File: src/adc_sel_pkg.sv
package adc_sel_pkg;
   // ==========================================
   // Register map (special-function addresses)
   localparam logic [7:0] REFERENCE_CONTROL_ADDR      = 8'hd1;
   localparam logic [7:0] CONVERTER_INPUT_SELECT_ADDR = 8'hd4;
   localparam logic [7:0] TEMP_OFFSET_HIGH_ADDR       = 8'hd5;

   // ==========================================
   // Field layout
   localparam int SEL_MSB  = 4;
   localparam int REF_MSB  = 4;
   localparam int REF_LSB  = 3;
   localparam int TEMP_BIT = 2;

   // ==========================================
   // Reset values
   localparam logic [7:0] REFERENCE_CONTROL_RST      = 8'h00;
   localparam logic [7:0] CONVERTER_INPUT_SELECT_RST = 8'h1f;

   // ==========================================
   // Input select codes
   localparam logic [4:0] SEL_LAST_EXT = 5'h1a;
   localparam logic [4:0] SEL_TEMP     = 5'h1b;
   localparam logic [4:0] SEL_SUPPLY   = 5'h1c;
   localparam logic [4:0] SEL_REG_OUT  = 5'h1d;
   localparam logic [4:0] SEL_GROUND   = 5'h1f;
   localparam int         NUM_EXT      = 27;

   typedef enum logic [1:0] {
      REF_EXT_PIN  = 2'b00,
      REF_SUPPLY   = 2'b01,
      REF_DIG_1V8  = 2'b10,
      REF_INT_1V65 = 2'b11
   } ref_sel_t;

   typedef struct packed {
      logic       temp_sensor;
      logic       supply;
      logic       reg_out;
      logic       ground;
   } int_src_t;

   typedef struct packed {
      logic       wr;
      logic       rd;
      logic [7:0] addr;
      logic [7:0] wdata;
   } sfr_req_t;
endpackage

File: src/adc_input_ref_select.sv
`timescale 1ns/1ps
`default_nettype none
// Operation
// RULE1: codes 0 to 26 route external channel n to the positive input.
// RULE2: codes 27,28,29 route temperature sensor, supply, regulator output.
// RULE3: code 31 connects ground; code 30 and reserved connect nothing.
// RULE4: software clears pin mux registers when an internal source is chosen.
// RULE5: reference field bits 4:3 pick pin, supply, 1.8 V, 1.65 V.
// RULE6: reference control bit 2 enables the temperature sensor.
// RULE7: software writes reset value into reserved reference control bits.
// RULE8: offset-high register reads top eight bits of factory offset.
// RULE9: new selections drive switches from the edge after the write.
module adc_input_ref_select
   import adc_sel_pkg::*;
#(
   parameter int N_EXT = NUM_EXT
)(
   input  wire logic             i_clk,          // Core clock
   input  wire logic             i_rst_n,        // Async reset, active low
   input  wire sfr_req_t         i_req,          // Register write/read request
   output logic      [7:0]       o_rdata,        // Registered read data
   input  wire logic [9:0]       i_temp_offset,  // Factory offset, fixed after trim
   output logic      [N_EXT-1:0] o_ext_sel,      // External channel switches
   output var int_src_t          o_int_sel,      // Internal source switches
   output logic      [3:0]       o_ref_en,       // Reference switches
   output logic                  o_temp_sensor_enable // Sensor power
);
   // ==========================================
   // Registers
   logic [7:0] reference_control_r;
   logic [7:0] reference_control_nxt;
   logic [4:0] positive_input_select_r;
   logic [4:0] positive_input_select_nxt;
   logic [7:0] rdata_r;
   logic [7:0] rdata_nxt;
   logic [7:0] temp_offset_value_meta_r;
   logic [7:0] temp_offset_value_sync_r;
   logic [7:0] temp_offset_value_meta_nxt;
   logic [7:0] temp_offset_value_sync_nxt;

   // ==========================================
   // Offset synchroniser
   // Trim value comes from outside the core clock domain; two stages before use
   always_comb begin
      temp_offset_value_meta_nxt = i_temp_offset[9:2];
      temp_offset_value_sync_nxt = temp_offset_value_meta_r;
   end

   always_ff @(posedge i_clk or negedge i_rst_n) begin
      if (!i_rst_n) begin
         temp_offset_value_meta_r <= 8'h00;
         temp_offset_value_sync_r <= 8'h00;
      end else begin
         temp_offset_value_meta_r <= temp_offset_value_meta_nxt;
         temp_offset_value_sync_r <= temp_offset_value_sync_nxt;
      end
   end

   always_comb begin
      reference_control_nxt     = reference_control_r;
      positive_input_select_nxt = positive_input_select_r;
      rdata_nxt                 = rdata_r;
      // RULE9: write takes effect
      if (i_req.wr) begin
         // Reserved bits stored as written; software keeps them at reset value
         if (i_req.addr == REFERENCE_CONTROL_ADDR)
            reference_control_nxt = i_req.wdata;
         if (i_req.addr == CONVERTER_INPUT_SELECT_ADDR)
            positive_input_select_nxt = i_req.wdata[SEL_MSB:0];
      end
      if (i_req.rd) begin
         case (i_req.addr)
            REFERENCE_CONTROL_ADDR:      rdata_nxt = reference_control_r;
            CONVERTER_INPUT_SELECT_ADDR: rdata_nxt = {3'h0, positive_input_select_r};
            // RULE8: offset high byte
            TEMP_OFFSET_HIGH_ADDR:       rdata_nxt = temp_offset_value_sync_r;
            default:                     rdata_nxt = 8'h00;
         endcase
      end
   end

   always_ff @(posedge i_clk or negedge i_rst_n) begin
      if (!i_rst_n) begin
         reference_control_r     <= REFERENCE_CONTROL_RST;
         positive_input_select_r <= CONVERTER_INPUT_SELECT_RST[SEL_MSB:0];
         rdata_r                 <= 8'h00;
      end else begin
         reference_control_r     <= reference_control_nxt;
         positive_input_select_r <= positive_input_select_nxt;
         rdata_r                 <= rdata_nxt;
      end
   end

   assign o_rdata = rdata_r;

   // ==========================================
   // Input switch decode, straight from the register
   // RULE1: external channels
   genvar g;
   generate
      for (g = 0; g < N_EXT; g++) begin : g_ext
         assign o_ext_sel[g] = (positive_input_select_r == 5'(g)) &&
                               (positive_input_select_r <= SEL_LAST_EXT);
      end
   endgenerate

   // RULE2: internal sources
   // RULE3: ground, reserved open
   // One driver for the whole struct; code 30 matches no field
   assign o_int_sel = '{temp_sensor: (positive_input_select_r == SEL_TEMP),
                        supply:      (positive_input_select_r == SEL_SUPPLY),
                        reg_out:     (positive_input_select_r == SEL_REG_OUT),
                        ground:      (positive_input_select_r == SEL_GROUND)};

   // ==========================================
   // Reference and sensor
   ref_decode u_ref (
      .i_sel    (reference_control_r[REF_MSB:REF_LSB]),
      .o_ref_en (o_ref_en)
   );

   // RULE6: sensor enable
   assign o_temp_sensor_enable = reference_control_r[TEMP_BIT];
endmodule
`default_nettype wire

File: src/ref_decode.sv
`timescale 1ns/1ps
`default_nettype none
module ref_decode
   import adc_sel_pkg::*;
(
   input  wire logic [1:0] i_sel,     // Reference select code
   output logic      [3:0] o_ref_en   // One-hot reference switch enables
);
   // RULE5: reference one-hot
   always_comb begin
      o_ref_en = 4'h0;
      case (ref_sel_t'(i_sel))
         REF_EXT_PIN:  o_ref_en = 4'h1;
         REF_SUPPLY:   o_ref_en = 4'h2;
         REF_DIG_1V8:  o_ref_en = 4'h4;
         REF_INT_1V65: o_ref_en = 4'h8;
         default:      o_ref_en = 4'h0;
      endcase
   end
endmodule
`default_nettype wire

File: config.mk
export PLATFORM = sky130hd
export DESIGN_NAME = adc_input_ref_select
export DESIGN_NICKNAME = d
export VERILOG_FILES = /design/src/adc_sel_pkg.sv /design/src/adc_input_ref_select.sv /design/src/ref_decode.sv
export SDC_FILE = /design/constraint.sdc
export NUM_CORES = 1
export LEC_CHECK = 0
export BUFFER_PORTS_ARGS = -buffer_cell sky130_fd_sc_hd__buf_2
export CAP_MARGIN = 10
export CORE_MARGIN = 3
export CORE_UTILIZATION = 42
export CTS_CLUSTER_DIAMETER = 120
export DETAILED_ROUTE_END_ITERATION = 8
export PLACE_DENSITY = 0.73
export SLEW_MARGIN = 5
export SYNTH_ARGS = -nofsm -noshare
export SYNTH_HDL_FRONTEND = slang
export SYNTH_SLANG_ARGS = --single-unit
File: constraint.sdc
create_clock -name i_clk -period 1.2 [get_ports i_clk]
set_input_delay 0.12 -clock i_clk [delete_from_list [all_inputs] [get_ports i_clk]]
set_output_delay 0.12 -clock i_clk [all_outputs]
set_load 0.1 [all_outputs]
==> impl_metrics.tcl, run 1 <==
set metrics [dict create \
    cts-root-buf "clkbuf_8" \
    synthFlopType "dfrtp_1" \
    grt_max_degree 24 \
    stop_stage "global routing" \
    synth_common_cells "nor2_1, dfrtp_1, mux2_2" \
    cts_made_buffers 5 \
    cts_max_path_buffers 2 \
    synth_cells 149 \
    die_w_um 69.2 \
    synth-edff-count 0 \
    portBuffers 71 \
    synthDistinctLibCells 28 \
    post-synth-top-count-cell "nor2_1" \
    gp_congestion 0.838 \
    yosys_register_bits 37 \
    syn_area_per_cell_sq_um 11.3 \
    htree_levels 2 \
    initial_utilization_pct 44.9 \
    io_pins 74 \
    antenna_found_initial 1 \
    syn_nets 179 \
    syn-cell-area_sq_mm 0.00168 \
    synth_area_leaders "dfrtp_1, mux2_2, dfstp_2" \
    outcome "did not finish" \
    num_rows 22 \
    async_flop_share_pct 100 \
    yosys_warnings 0 \
    clock-sinks 37 \
    worstEndpointGrtRepair "o_ext_sel[17]" \
    dpl-instance-area_sq_mm 0.00319 \
    synth_seq_area_share_pct 55.5 \
    dieHeight_um 69.2 \
    hpwlAfterDp_um 4270 \
    error "[ERROR DPL-0033] detailed placement checks failed during check placement." \
    synth_top_cell_by_area "dfrtp_1" \
    synth_top_cell_area_share_pct 47.7 \
    dpl_worst_slack_ns -0.250 \
    worstEndpointType "top-level output" \
]
==> what timing repair did <==
action                                  in CTS
gates resized for setup                     15
endpoints found under the setup margin      36
buffers inserted                             3
hold buffers                                 9
pin swaps                                    8
hold endpoints to repair                    17
==> cells by family after synthesis <==
family                 share of synthesized area (%)
buffers and inverters                           5.14
flip-flops                                      55.5
AO/OA/AOI/OAI                                   5.29
multiplexers                                    15.8
AND/OR/NAND/NOR                                 18.3
==> stage by stage <==
step	std cells	TNS, ns
CTS	301	-15.02
floorplan	149	-11.72
global placement	281	-3.40
detailed placement	281	-5.16
==> run 2, diff against run 1 <==
--- a/config.mk
+++ b/config.mk
@@ -8,10 +8,9 @@
 export BUFFER_PORTS_ARGS = -buffer_cell sky130_fd_sc_hd__buf_2
 export CAP_MARGIN = 10
 export CORE_MARGIN = 3
-export CORE_UTILIZATION = 42
-export CTS_CLUSTER_DIAMETER = 120
+export CORE_UTILIZATION = 35
 export DETAILED_ROUTE_END_ITERATION = 8
-export PLACE_DENSITY = 0.73
+export PLACE_DENSITY_LB_ADDON = 0.15
 export SLEW_MARGIN = 5
 export SYNTH_ARGS = -nofsm -noshare
 export SYNTH_HDL_FRONTEND = slang
==> constraint.sdc (replaced) <==
create_clock -name i_clk -period 1.6 [get_ports i_clk]
set_input_delay 0.16 -clock i_clk [delete_from_list [all_inputs] [get_ports i_clk]]
set_output_delay 0.16 -clock i_clk [all_outputs]
set_load 0.1 [all_outputs]
==> run 2 against run 1 <==
  * Synthesized cell count unchanged
  * The flow now finishes, with violations (setup timing)
  * Area after synthesis unchanged
==> impl_metrics.tcl, run 2 <==
set metrics [dict create \
    cpMaxStageDelayCell "dfstp_2" \
    drc 0 \
    final_common_cell "buf_2" \
    stdcell_area_sq_mm 0.00316 \
    dp_cells 270 \
    antenna_found_initial 0 \
    htree_levels 2 \
    relSlewSlack_pct 66.3 \
    setup-violations-final 29 \
    cts-root-buf "clkbuf_8" \
    drt_first_pass_iters 4 \
    dpl-instance-area_sq_mm 0.00283 \
    critPathMaxStageDelay_ns 0.54 \
    muxShareOfSynthArea_pct 15.8 \
    final_nets 270 \
    io_pins 74 \
    clock-sinks 37 \
    async_flop_share_pct 100 \
    grt_usage_pct 16.6 \
    die_w_um 75.3 \
    synth_compound_area_share_pct 5.29 \
    synth_seq_area_share_pct 55.5 \
    cts_tree "yes" \
    crit_arrival_ns 1.58 \
    coreArea_sq_mm 0.00450 \
    synth_top_cell_area_share_pct 47.7 \
    violations "setup timing" \
    slew_viol_final 0 \
    grt_pass1_vias 1393 \
    syn_area_per_cell_sq_um 11.3 \
    synth_cells 149 \
    syn_nets 179 \
    synthFlopType "dfrtp_1" \
    grt_max_degree 38 \
    final_util_pct 70.2 \
    clock_skew_ns 0.00741 \
    initial_utilization_pct 37.3 \
    synthDistinctLibCells 28 \
    gp_congestion 0.805 \
    hold_path_class "in2reg" \
    layout_setup_ws_ns -0.142 \
    drv_cap 0 \
    initialDrtViolationCount 33 \
    path_cells "or3b_4, nor2_4, buf_12" \
    post-synth-top-count-cell "nor2_1" \
    num_vias 1413 \
    power_density_mw_per_mm2 764 \
    ir_drop_uv 734 \
    wire_per_inst_um 14.9 \
    drt-vias-per-instance 4.82 \
    fmax_mhz 574 \
    cellLeakagePower_uw 0.00132 \
    yosys_register_bits 37 \
    outcome "finished, violations left" \
    reg2reg_slack_ns 0.35 \
    grt_setup_unrepaired "true" \
    yosys_warnings 0 \
    grt_pass1_wl_um 7090 \
    endpoint_kind "output port" \
    period_needed_ns 1.74 \
    fin_cells 293 \
    critical_path_peak_fanout 4 \
    cts_max_path_buffers 2 \
    hpwlAfterDp_um 3380 \
    syn-cell-area_sq_mm 0.00168 \
    cp-start-kind "flip-flop" \
    drive_above_1_share_pct 67.2 \
    synth_area_leaders "dfrtp_1, mux2_2, dfstp_2" \
    synth_xor_area_share_pct 0 \
    synth_top_cell_by_area "dfrtp_1" \
    synth-edff-count 0 \
    synth_common_cells "nor2_1, dfrtp_1, mux2_2" \
    num_rows 24 \
    synthSimpleGateAreaFrac_pct 18.3 \
    tightest_slew_ns 0.509 \
    hold_violations 0 \
    grt_overflow 0 \
    die-area_sq_mm 0.00566 \
    synthAdderAreaFrac_pct 0 \
    finalCritPeriodShare_pct 109 \
    portBuffers 71 \
    worstPathRequired_ns 1.44 \
    layout_common_cells "buf_2, buf_12, dfrtp_1" \
    dpl_worst_slack_ns 0.101 \
    clk_pin_slew_ns 0.07 \
    power_uw 2420 \
    area_delta_synth_final_pct 88.4 \
    wl_um 4370 \
    crit_type "reg2out" \
    dieHeight_um 75.3 \
    cts_made_buffers 5 \
    synth_top_family_by_area "simple AND/OR/NAND/NOR gates" \
    insertion_delay_ns 0.29 \
    antenna_left 0 \
    diodes 0 \
]
run 2: cell counts after synthesis:
Identical to the previous run, type by type.
run 2: final cells by class:
| cell class | count | area (sq um) |
|---|---|---|
| clock inverters | 3 | 65.1 |
| clock buffers | 5 | 68.8 |
| repair buffers | 93 | 1060 |
| inverters | 8 | 30.0 |
| fillers | 331 | 1340 |
| flip-flops and latches | 37 | 932 |
| multi-input cells | 95 | 945 |
| well taps | 52 | 65.1 |
run 2: final timing paths:
kind | startpoint | depth (start not counted) | to
max in group asynchronous | i_rst_n | 3 | positive_input_select_r[3]$_DFFE_PN1P_
hold / removal | i_req[6] | 2 | reference_control_r[6]$_DFFE_PN0P_
min in group asynchronous | i_rst_n | 3 | temp_offset_value_sync_r[6]$_DFF_PN0_
hold reg to reg | temp_offset_value_meta_r[6]$_DFF_PN0_ | 0 | temp_offset_value_sync_r[6]$_DFF_PN0_
setup reg to reg | positive_input_select_r[0]$_DFFE_PN1P_ | 4 | o_rdata[0]$_DFFE_PN0P_
setup / recovery | positive_input_select_r[4]$_DFFE_PN1P_ | 3 | o_ext_sel[25]
run 2: what timing repair did:
item / 4_1_cts / 5_1_grt
hold buffers: 9 / 0
pin swaps: 13 / 1
endpoints found under the hold margin: 40 / 0
setup buffers: 6 / 0
resized for setup: 11 / 0
setup endpoints to repair: 31 / 31
run 2: per-layer routing:
layer / wire, um / share of wire, % / global-route usage [%] / vias up
met5: 0 / 0 / 0 / -
met4: 53 / 1.2 / 4.66 / 0
met3: 296 / 6.8 / 3.87 / 7
met2: 2320 / 53 / 30.0 / 61
met1: 1700 / 39 / 19.6 / 664
li1: - / - / - / 681
run 2: cells by family (layout without fill, tap and decap cells):
family | count (synthesis) | after routing
simple gates | 60 | 60
buf+inv | 17 | 109
compound gates | 13 | 13
flops | 37 | 37
mux | 22 | 22
run 2: worst max-delay path: cells and delay by family (launching register included):
kind / cells / cell delay [ns]
DFF: 1 / 0.54
buffers and inverters: 1 / 0.18
and+or+nand+nor: 2 / 0.58
run 2: stage by stage:
step / hold WS, ns / setup TNS, ns
final: 0.102 / -1.84
after global routing: 0.108 / -3.49
after CTS: 0.0997 / -2.08
after detailed placement: 0.218 / 0
after global placement: 0.208 / 0
after floorplan: -0.136 / -1.96
run 2: power breakdown:
part / switching (uW) / total, uW / leakage [uW] / internal (uW)
Combinational: 288 / 473 / 0.000796 / 184
Clock: 321 / 940 / 0.0000681 / 619
Sequential: 26.5 / 1000 / 0.000460 / 977
Total: 636 / 2420 / 0.00132 / 1780
Power figures use the tool's default switching activity.
==> run 3, diff against run 2 <==
--- a/config.mk
+++ b/config.mk
@@ -10,6 +10,7 @@
 export CORE_MARGIN = 3
 export CORE_UTILIZATION = 35
 export DETAILED_ROUTE_END_ITERATION = 8
+export HOLD_SLACK_MARGIN = 0.05
 export PLACE_DENSITY_LB_ADDON = 0.15
 export SLEW_MARGIN = 5
 export SYNTH_ARGS = -nofsm -noshare
==> constraint.sdc (replaced) <==
create_clock -name i_clk -period 1.55 [get_ports i_clk]
set_input_delay 0.155 -clock i_clk [delete_from_list [all_inputs] [get_ports i_clk]]
set_output_delay 0.155 -clock i_clk [all_outputs]
set_load 0.1 [all_outputs]
==> run 3 against run 2 <==
  * The flow still finishes with violations (setup timing)
  * Critical path depth is the same
  * Via count grew 0.57%
  * First-iteration DRC count up 6.1%
  * Sequential power grew 4%
  * Core utilization fell by 1.2 points
  * Highest routed layer unchanged
  * Largest power group unchanged
  * Worst hold slack about the same
  * Sequential cell count stayed put
  * Non-clock buffer count down 2
  * Clock-buffer cell count up 2
  * Critical endpoint is now o_ext_sel[17]
==> impl_metrics.tcl, run 3 (synthesis results as in run 2) <==
set metrics [dict create \
    outcome "finished, violations left" \
    violations "setup timing" \
    clock-sinks 37 \
    slew_viol_final 0 \
    final_common_cell "buf_2" \
    finalCritPeriodShare_pct 113 \
    num_rows 24 \
    grt_usage_pct 16.8 \
    power_density_mw_per_mm2 717 \
    initial_utilization_pct 37.3 \
    gp_congestion 0.825 \
    drt_first_pass_iters 4 \
    timing.hold.ws_ns 0.101 \
    num_vias 1421 \
    antenna_found_initial 0 \
    relSlewSlack_pct 48.9 \
    wl_um 4330 \
    portBuffers 71 \
    drc 0 \
    insertion_delay_ns 0.28 \
    period_needed_ns 1.75 \
    grt_pass1_wl_um 7030 \
    crit_arrival_ns 1.59 \
    drv_cap 0 \
    antenna_left 0 \
    endpoint_kind "output port" \
    cellLeakagePower_uw 0.00130 \
    setup-violations-final 31 \
    coreArea_sq_mm 0.00450 \
    dp_cells 269 \
    grt_max_degree 38 \
    cts_tree "yes" \
    fin_cells 291 \
    drt-vias-per-instance 4.88 \
    crit_type "reg2out" \
    critical_path_peak_fanout 4 \
    fmax_mhz 573 \
    clk_pin_slew_ns 0.07 \
    clock_skew_ns 0.00982 \
    grt_pass1_vias 1452 \
    cp-start-kind "flip-flop" \
    layout_common_cells "buf_2, buf_12, dfrtp_1" \
    worstPathRequired_ns 1.39 \
    htree_levels 2 \
    ir_drop_uv 599 \
    hold_path_class "in2reg" \
    wire_per_inst_um 14.9 \
    grt_setup_unrepaired "true" \
    final_nets 268 \
    area_delta_synth_final_pct 85.1 \
    cts_max_path_buffers 2 \
    io_pins 74 \
    layout_setup_ws_ns -0.196 \
    die_w_um 75.3 \
    hpwlAfterDp_um 3440 \
    grt_overflow 0 \
    cts_made_buffers 5 \
    die-area_sq_mm 0.00566 \
    tightest_slew_ns 0.767 \
    drive_above_1_share_pct 66.9 \
    cts-root-buf "clkbuf_8" \
    initialDrtViolationCount 35 \
    hold_violations 0 \
    dieHeight_um 75.3 \
    reg2reg_slack_ns 0.27 \
    diodes 0 \
]
## run 3: cell count changes in the layout (fill, tap and decap cells not counted)
cell and delta:
buf_12 -1, nand2_4 +1, buf_4 -1, nand2_2 -1, bufinv_16 -2, clkbuf_8 +2
## run 3: stage by stage
step,total power (uW),util [%],TNS [ns],instance area (sq um),worst slack (ns)
finish,2230,69.0,-3.17,3110,-0.196
floorplan,1350,-,-2.95,1970,-0.347
detailed placement,1500,62.8,0,2830,0.0548
global route,2320,69.0,-5.29,3110,-0.250
CTS,2260,69.0,-3.57,3110,-0.214
global placement,1490,62.8,0,2830,0.0789
## run 3: routing by layer
| metal | GRT usage, % | share of wire, % | vias up |
|---|---|---|---|
| li1 | - | - | 674 |
| met5 | 0 | 0 | - |
| met4 | 5.83 | 1.4 | 0 |
| met2 | 30.9 | 54 | 54 |
| met1 | 18.5 | 37 | 684 |
| met3 | 4.41 | 7.0 | 9 |
## run 3: path summary, 6_finish.rpt
| path | startpoint | to | cells past startpoint |
|---|---|---|---|
| max | positive_input_select_r[4]$_DFFE_PN1P_ | o_ext_sel[17] | 3 |
| min | i_req[6] | reference_control_r[6]$_DFFE_PN0P_ | 2 |
| max reg2reg | positive_input_select_r[0]$_DFFE_PN1P_ | o_rdata[0]$_DFFE_PN0P_ | 4 |
| min reg2reg | temp_offset_value_meta_r[3]$_DFF_PN0_ | temp_offset_value_sync_r[3]$_DFF_PN0_ | 0 |
| max in group asynchronous | i_rst_n | temp_offset_value_sync_r[4]$_DFF_PN0_ | 2 |
| min in group asynchronous | i_rst_n | reference_control_r[6]$_DFFE_PN0P_ | 2 |
## run 3: where the power goes
group	internal, uW	total [uW]	switching (uW)
combinational	184	478	294
sequential	1010	1040	29.2
clock	401	713	312
## run 3: area by class of cell
cell class / count / area, sq um
repair buffers: 91 / 1030
clock buffers: 7 / 96.3
inverters: 8 / 30.0
flip-flops and latches: 37 / 932
well taps: 52 / 65.1
fillers: 323 / 1400
multi-input cells: 95 / 950
clock inverters: 1 / 5.00
## run 3: repair_timing
action                     4_1_cts  5_1_grt
gates resized for setup         11        0
pin swaps                        8        1
setup endpoints to repair       31       31
hold buffers                     9        0
hold endpoints to repair        40        0
buffers inserted                 5        0
## run 3: worst max-delay path, stage by stage, from the launching register on
cell and delay [ns]:
dfstp_2 0.54, or3b_4 0.45, nor2_4 0.13, buf_12 0.18
==> run 4, diff against run 3 <==
--- a/config.mk
+++ b/config.mk
@@ -12,6 +12,7 @@
 export DETAILED_ROUTE_END_ITERATION = 8
 export HOLD_SLACK_MARGIN = 0.05
 export PLACE_DENSITY_LB_ADDON = 0.15
+export RECOVER_POWER = 100
 export SLEW_MARGIN = 5
 export SYNTH_ARGS = -nofsm -noshare
 export SYNTH_HDL_FRONTEND = slang
==> constraint.sdc (replaced) <==
create_clock -name i_clk -period 1.65 [get_ports i_clk]
set_input_delay 0.165 -clock i_clk [delete_from_list [all_inputs] [get_ports i_clk]]
set_output_delay 0.165 -clock i_clk [all_outputs]
set_load 0.1 [all_outputs]
==> run 4 against run 3 <==
  * The run still ends with setup timing left
  * Critical endpoint unchanged
  * Worst hold slack better by 0.011 ns
  * Critical path type unchanged
  * Largest power group unchanged
  * Clock power is 19% lower
  * Sequential cell count is the same
==> impl_metrics.tcl, run 4 (synthesis results as in run 2) <==
set metrics [dict create \
    slew_viol_final 0 \
    cts_tree "yes" \
    grt_overflow 0 \
    hold_path_class "in2reg" \
    drt_first_pass_iters 4 \
    grt_usage_pct 16.1 \
    cts_max_path_buffers 2 \
    area_delta_synth_final_pct 83.9 \
    num_rows 24 \
    critical_path_peak_fanout 4 \
    die_w_um 75.3 \
    insertion_delay_ns 0.28 \
    clock_skew_ns 0.00988 \
    power_uw 2000 \
    coreArea_sq_mm 0.00450 \
    dpl_worst_slack_ns 0.108 \
    wl_um 4270 \
    initialDrtViolationCount 21 \
    endpoint_kind "output port" \
    wl_met2_um 2250 \
    cellLeakagePower_uw 0.00128 \
    wire_per_inst_um 14.5 \
    initial_utilization_pct 37.3 \
    crit_buf_inv 1 \
    grt_pass1_vias 1433 \
    grt_max_degree 38 \
    grt_pass1_wl_um 6840 \
    period_needed_ns 1.76 \
    timing.hold.ws_ns 0.112 \
    final_nets 271 \
    dr_wl_met3_um 241 \
    critPathMaxStageDelay_ns 0.55 \
    io_pins 74 \
    layout_common_cells "buf_12, nor2_4, dfrtp_1" \
    drc 0 \
    relSlewSlack_pct 42.7 \
    crit_arrival_ns 1.60 \
    cp-start-kind "flip-flop" \
    finalCritPeriodShare_pct 107 \
    drv_cap 0 \
    finalSetupTns_ns -1.78 \
    crit_type "reg2out" \
    power_density_mw_per_mm2 649 \
    antenna_left 0 \
    cts_made_buffers 5 \
    cts-root-buf "clkbuf_8" \
    drt-vias-per-instance 4.89 \
    worstPathRequired_ns 1.48 \
    hpwlAfterDp_um 3360 \
    clk_pin_slew_ns 0.07 \
    layout_setup_ws_ns -0.112 \
    ir_drop_uv 608 \
    grt_setup_unrepaired "true" \
    cp_top_family "simple AND/OR/NAND/NOR gates" \
    hold_violations 0 \
    num_vias 1437 \
    final_util_pct 68.6 \
    highest_layer "met4" \
    dieHeight_um 75.3 \
    portBuffers 71 \
    detail_route.wirelength.met1_um 1710 \
    diodes 0 \
    fmax_mhz 567 \
    violations "setup timing" \
    setup-violations-final 26 \
    final_common_cell "buf_12" \
    htree_levels 2 \
    gp_congestion 0.827 \
    clock-sinks 37 \
    die-area_sq_mm 0.00566 \
    antenna_found_initial 0 \
    outcome "finished, violations left" \
    tightest_slew_ns 0.860 \
    drive_above_1_share_pct 64.0 \
    cpMaxStageDelayCell "dfstp_2" \
    path_cells "or3b_4, nor2_4, buf_12" \
]
run 4: cell count changes in the layout (fill, tap and decap cells not counted), sizes merged:
cell	before	now
buf	82	70
clkbuf	7	23
clkinv	1	0
run 4: worst paths after layout:
kind	startpoint	endpoint	cells after the start	slack (ns)
max	positive_input_select_r[4]$_DFFE_PN1P_	o_ext_sel[17]	3	-0.11
min	i_req[6]	reference_control_r[6]$_DFFE_PN0P_	2	0.11
max reg2reg	positive_input_select_r[0]$_DFFE_PN1P_	o_rdata[0]$_DFFE_PN0P_	4	0.36
min reg2reg	temp_offset_value_meta_r[4]$_DFF_PN0_	temp_offset_value_sync_r[4]$_DFF_PN0_	0	0.35
max in group asynchronous	i_rst_n	temp_offset_value_sync_r[4]$_DFF_PN0_	3	0.49
min in group asynchronous	i_rst_n	reference_control_r[6]$_DFFE_PN0P_	3	0.62
run 4: layout make-up:
cell class              instances  area [sq um]
flip-flops and latches         37           932
clock buffers                   8          80.1
inverters                       8          30.0
multi-input cells              95           925
well taps                      52          65.1
fillers                       334          1420
repair buffers                 94          1060
run 4: timing repair:
item / 4_1_cts / 5_1_grt
hold endpoints to repair: 40 / 0
setup buffers: 5 / 3
endpoints found under the setup margin: 31 / 31
resized for setup: 9 / 7
hold buffers: 9 / 0
pin swaps: 4 / 6
run 4: worst register-to-register path: cells and delay by family, from the launching register on:
| kind | cells | cell delay (ns) |
|---|---|---|
| AO/OA/AOI/OAI | 1 | 0.11 |
| buffers and inverters | 1 | 0.16 |
| flip-flops | 1 | 0.64 |
| multiplexers | 1 | 0.27 |
| AND/OR/NAND/NOR | 1 | 0.04 |
run 4: layer usage:
layer	track usage, %	vias to the layer above
li1	-	688
met1	19.2	686
met2	28.5	56
met3	2.94	7
met4	6.41	0
met5	0	-
run 4: stage by stage:
step / cells / instance area, sq um
global placement: 269 / 2810
finish: 294 / 3090
CTS: 291 / 3060
global route: 294 / 3090
floorplan: 149 / 1950
detailed placement: 269 / 2810
run 4: power breakdown:
| group | switching (uW) | internal [uW] |
|---|---|---|
| sequential | 28.0 | 948 |
| clock | 281 | 300 |
| combinational | 276 | 171 |
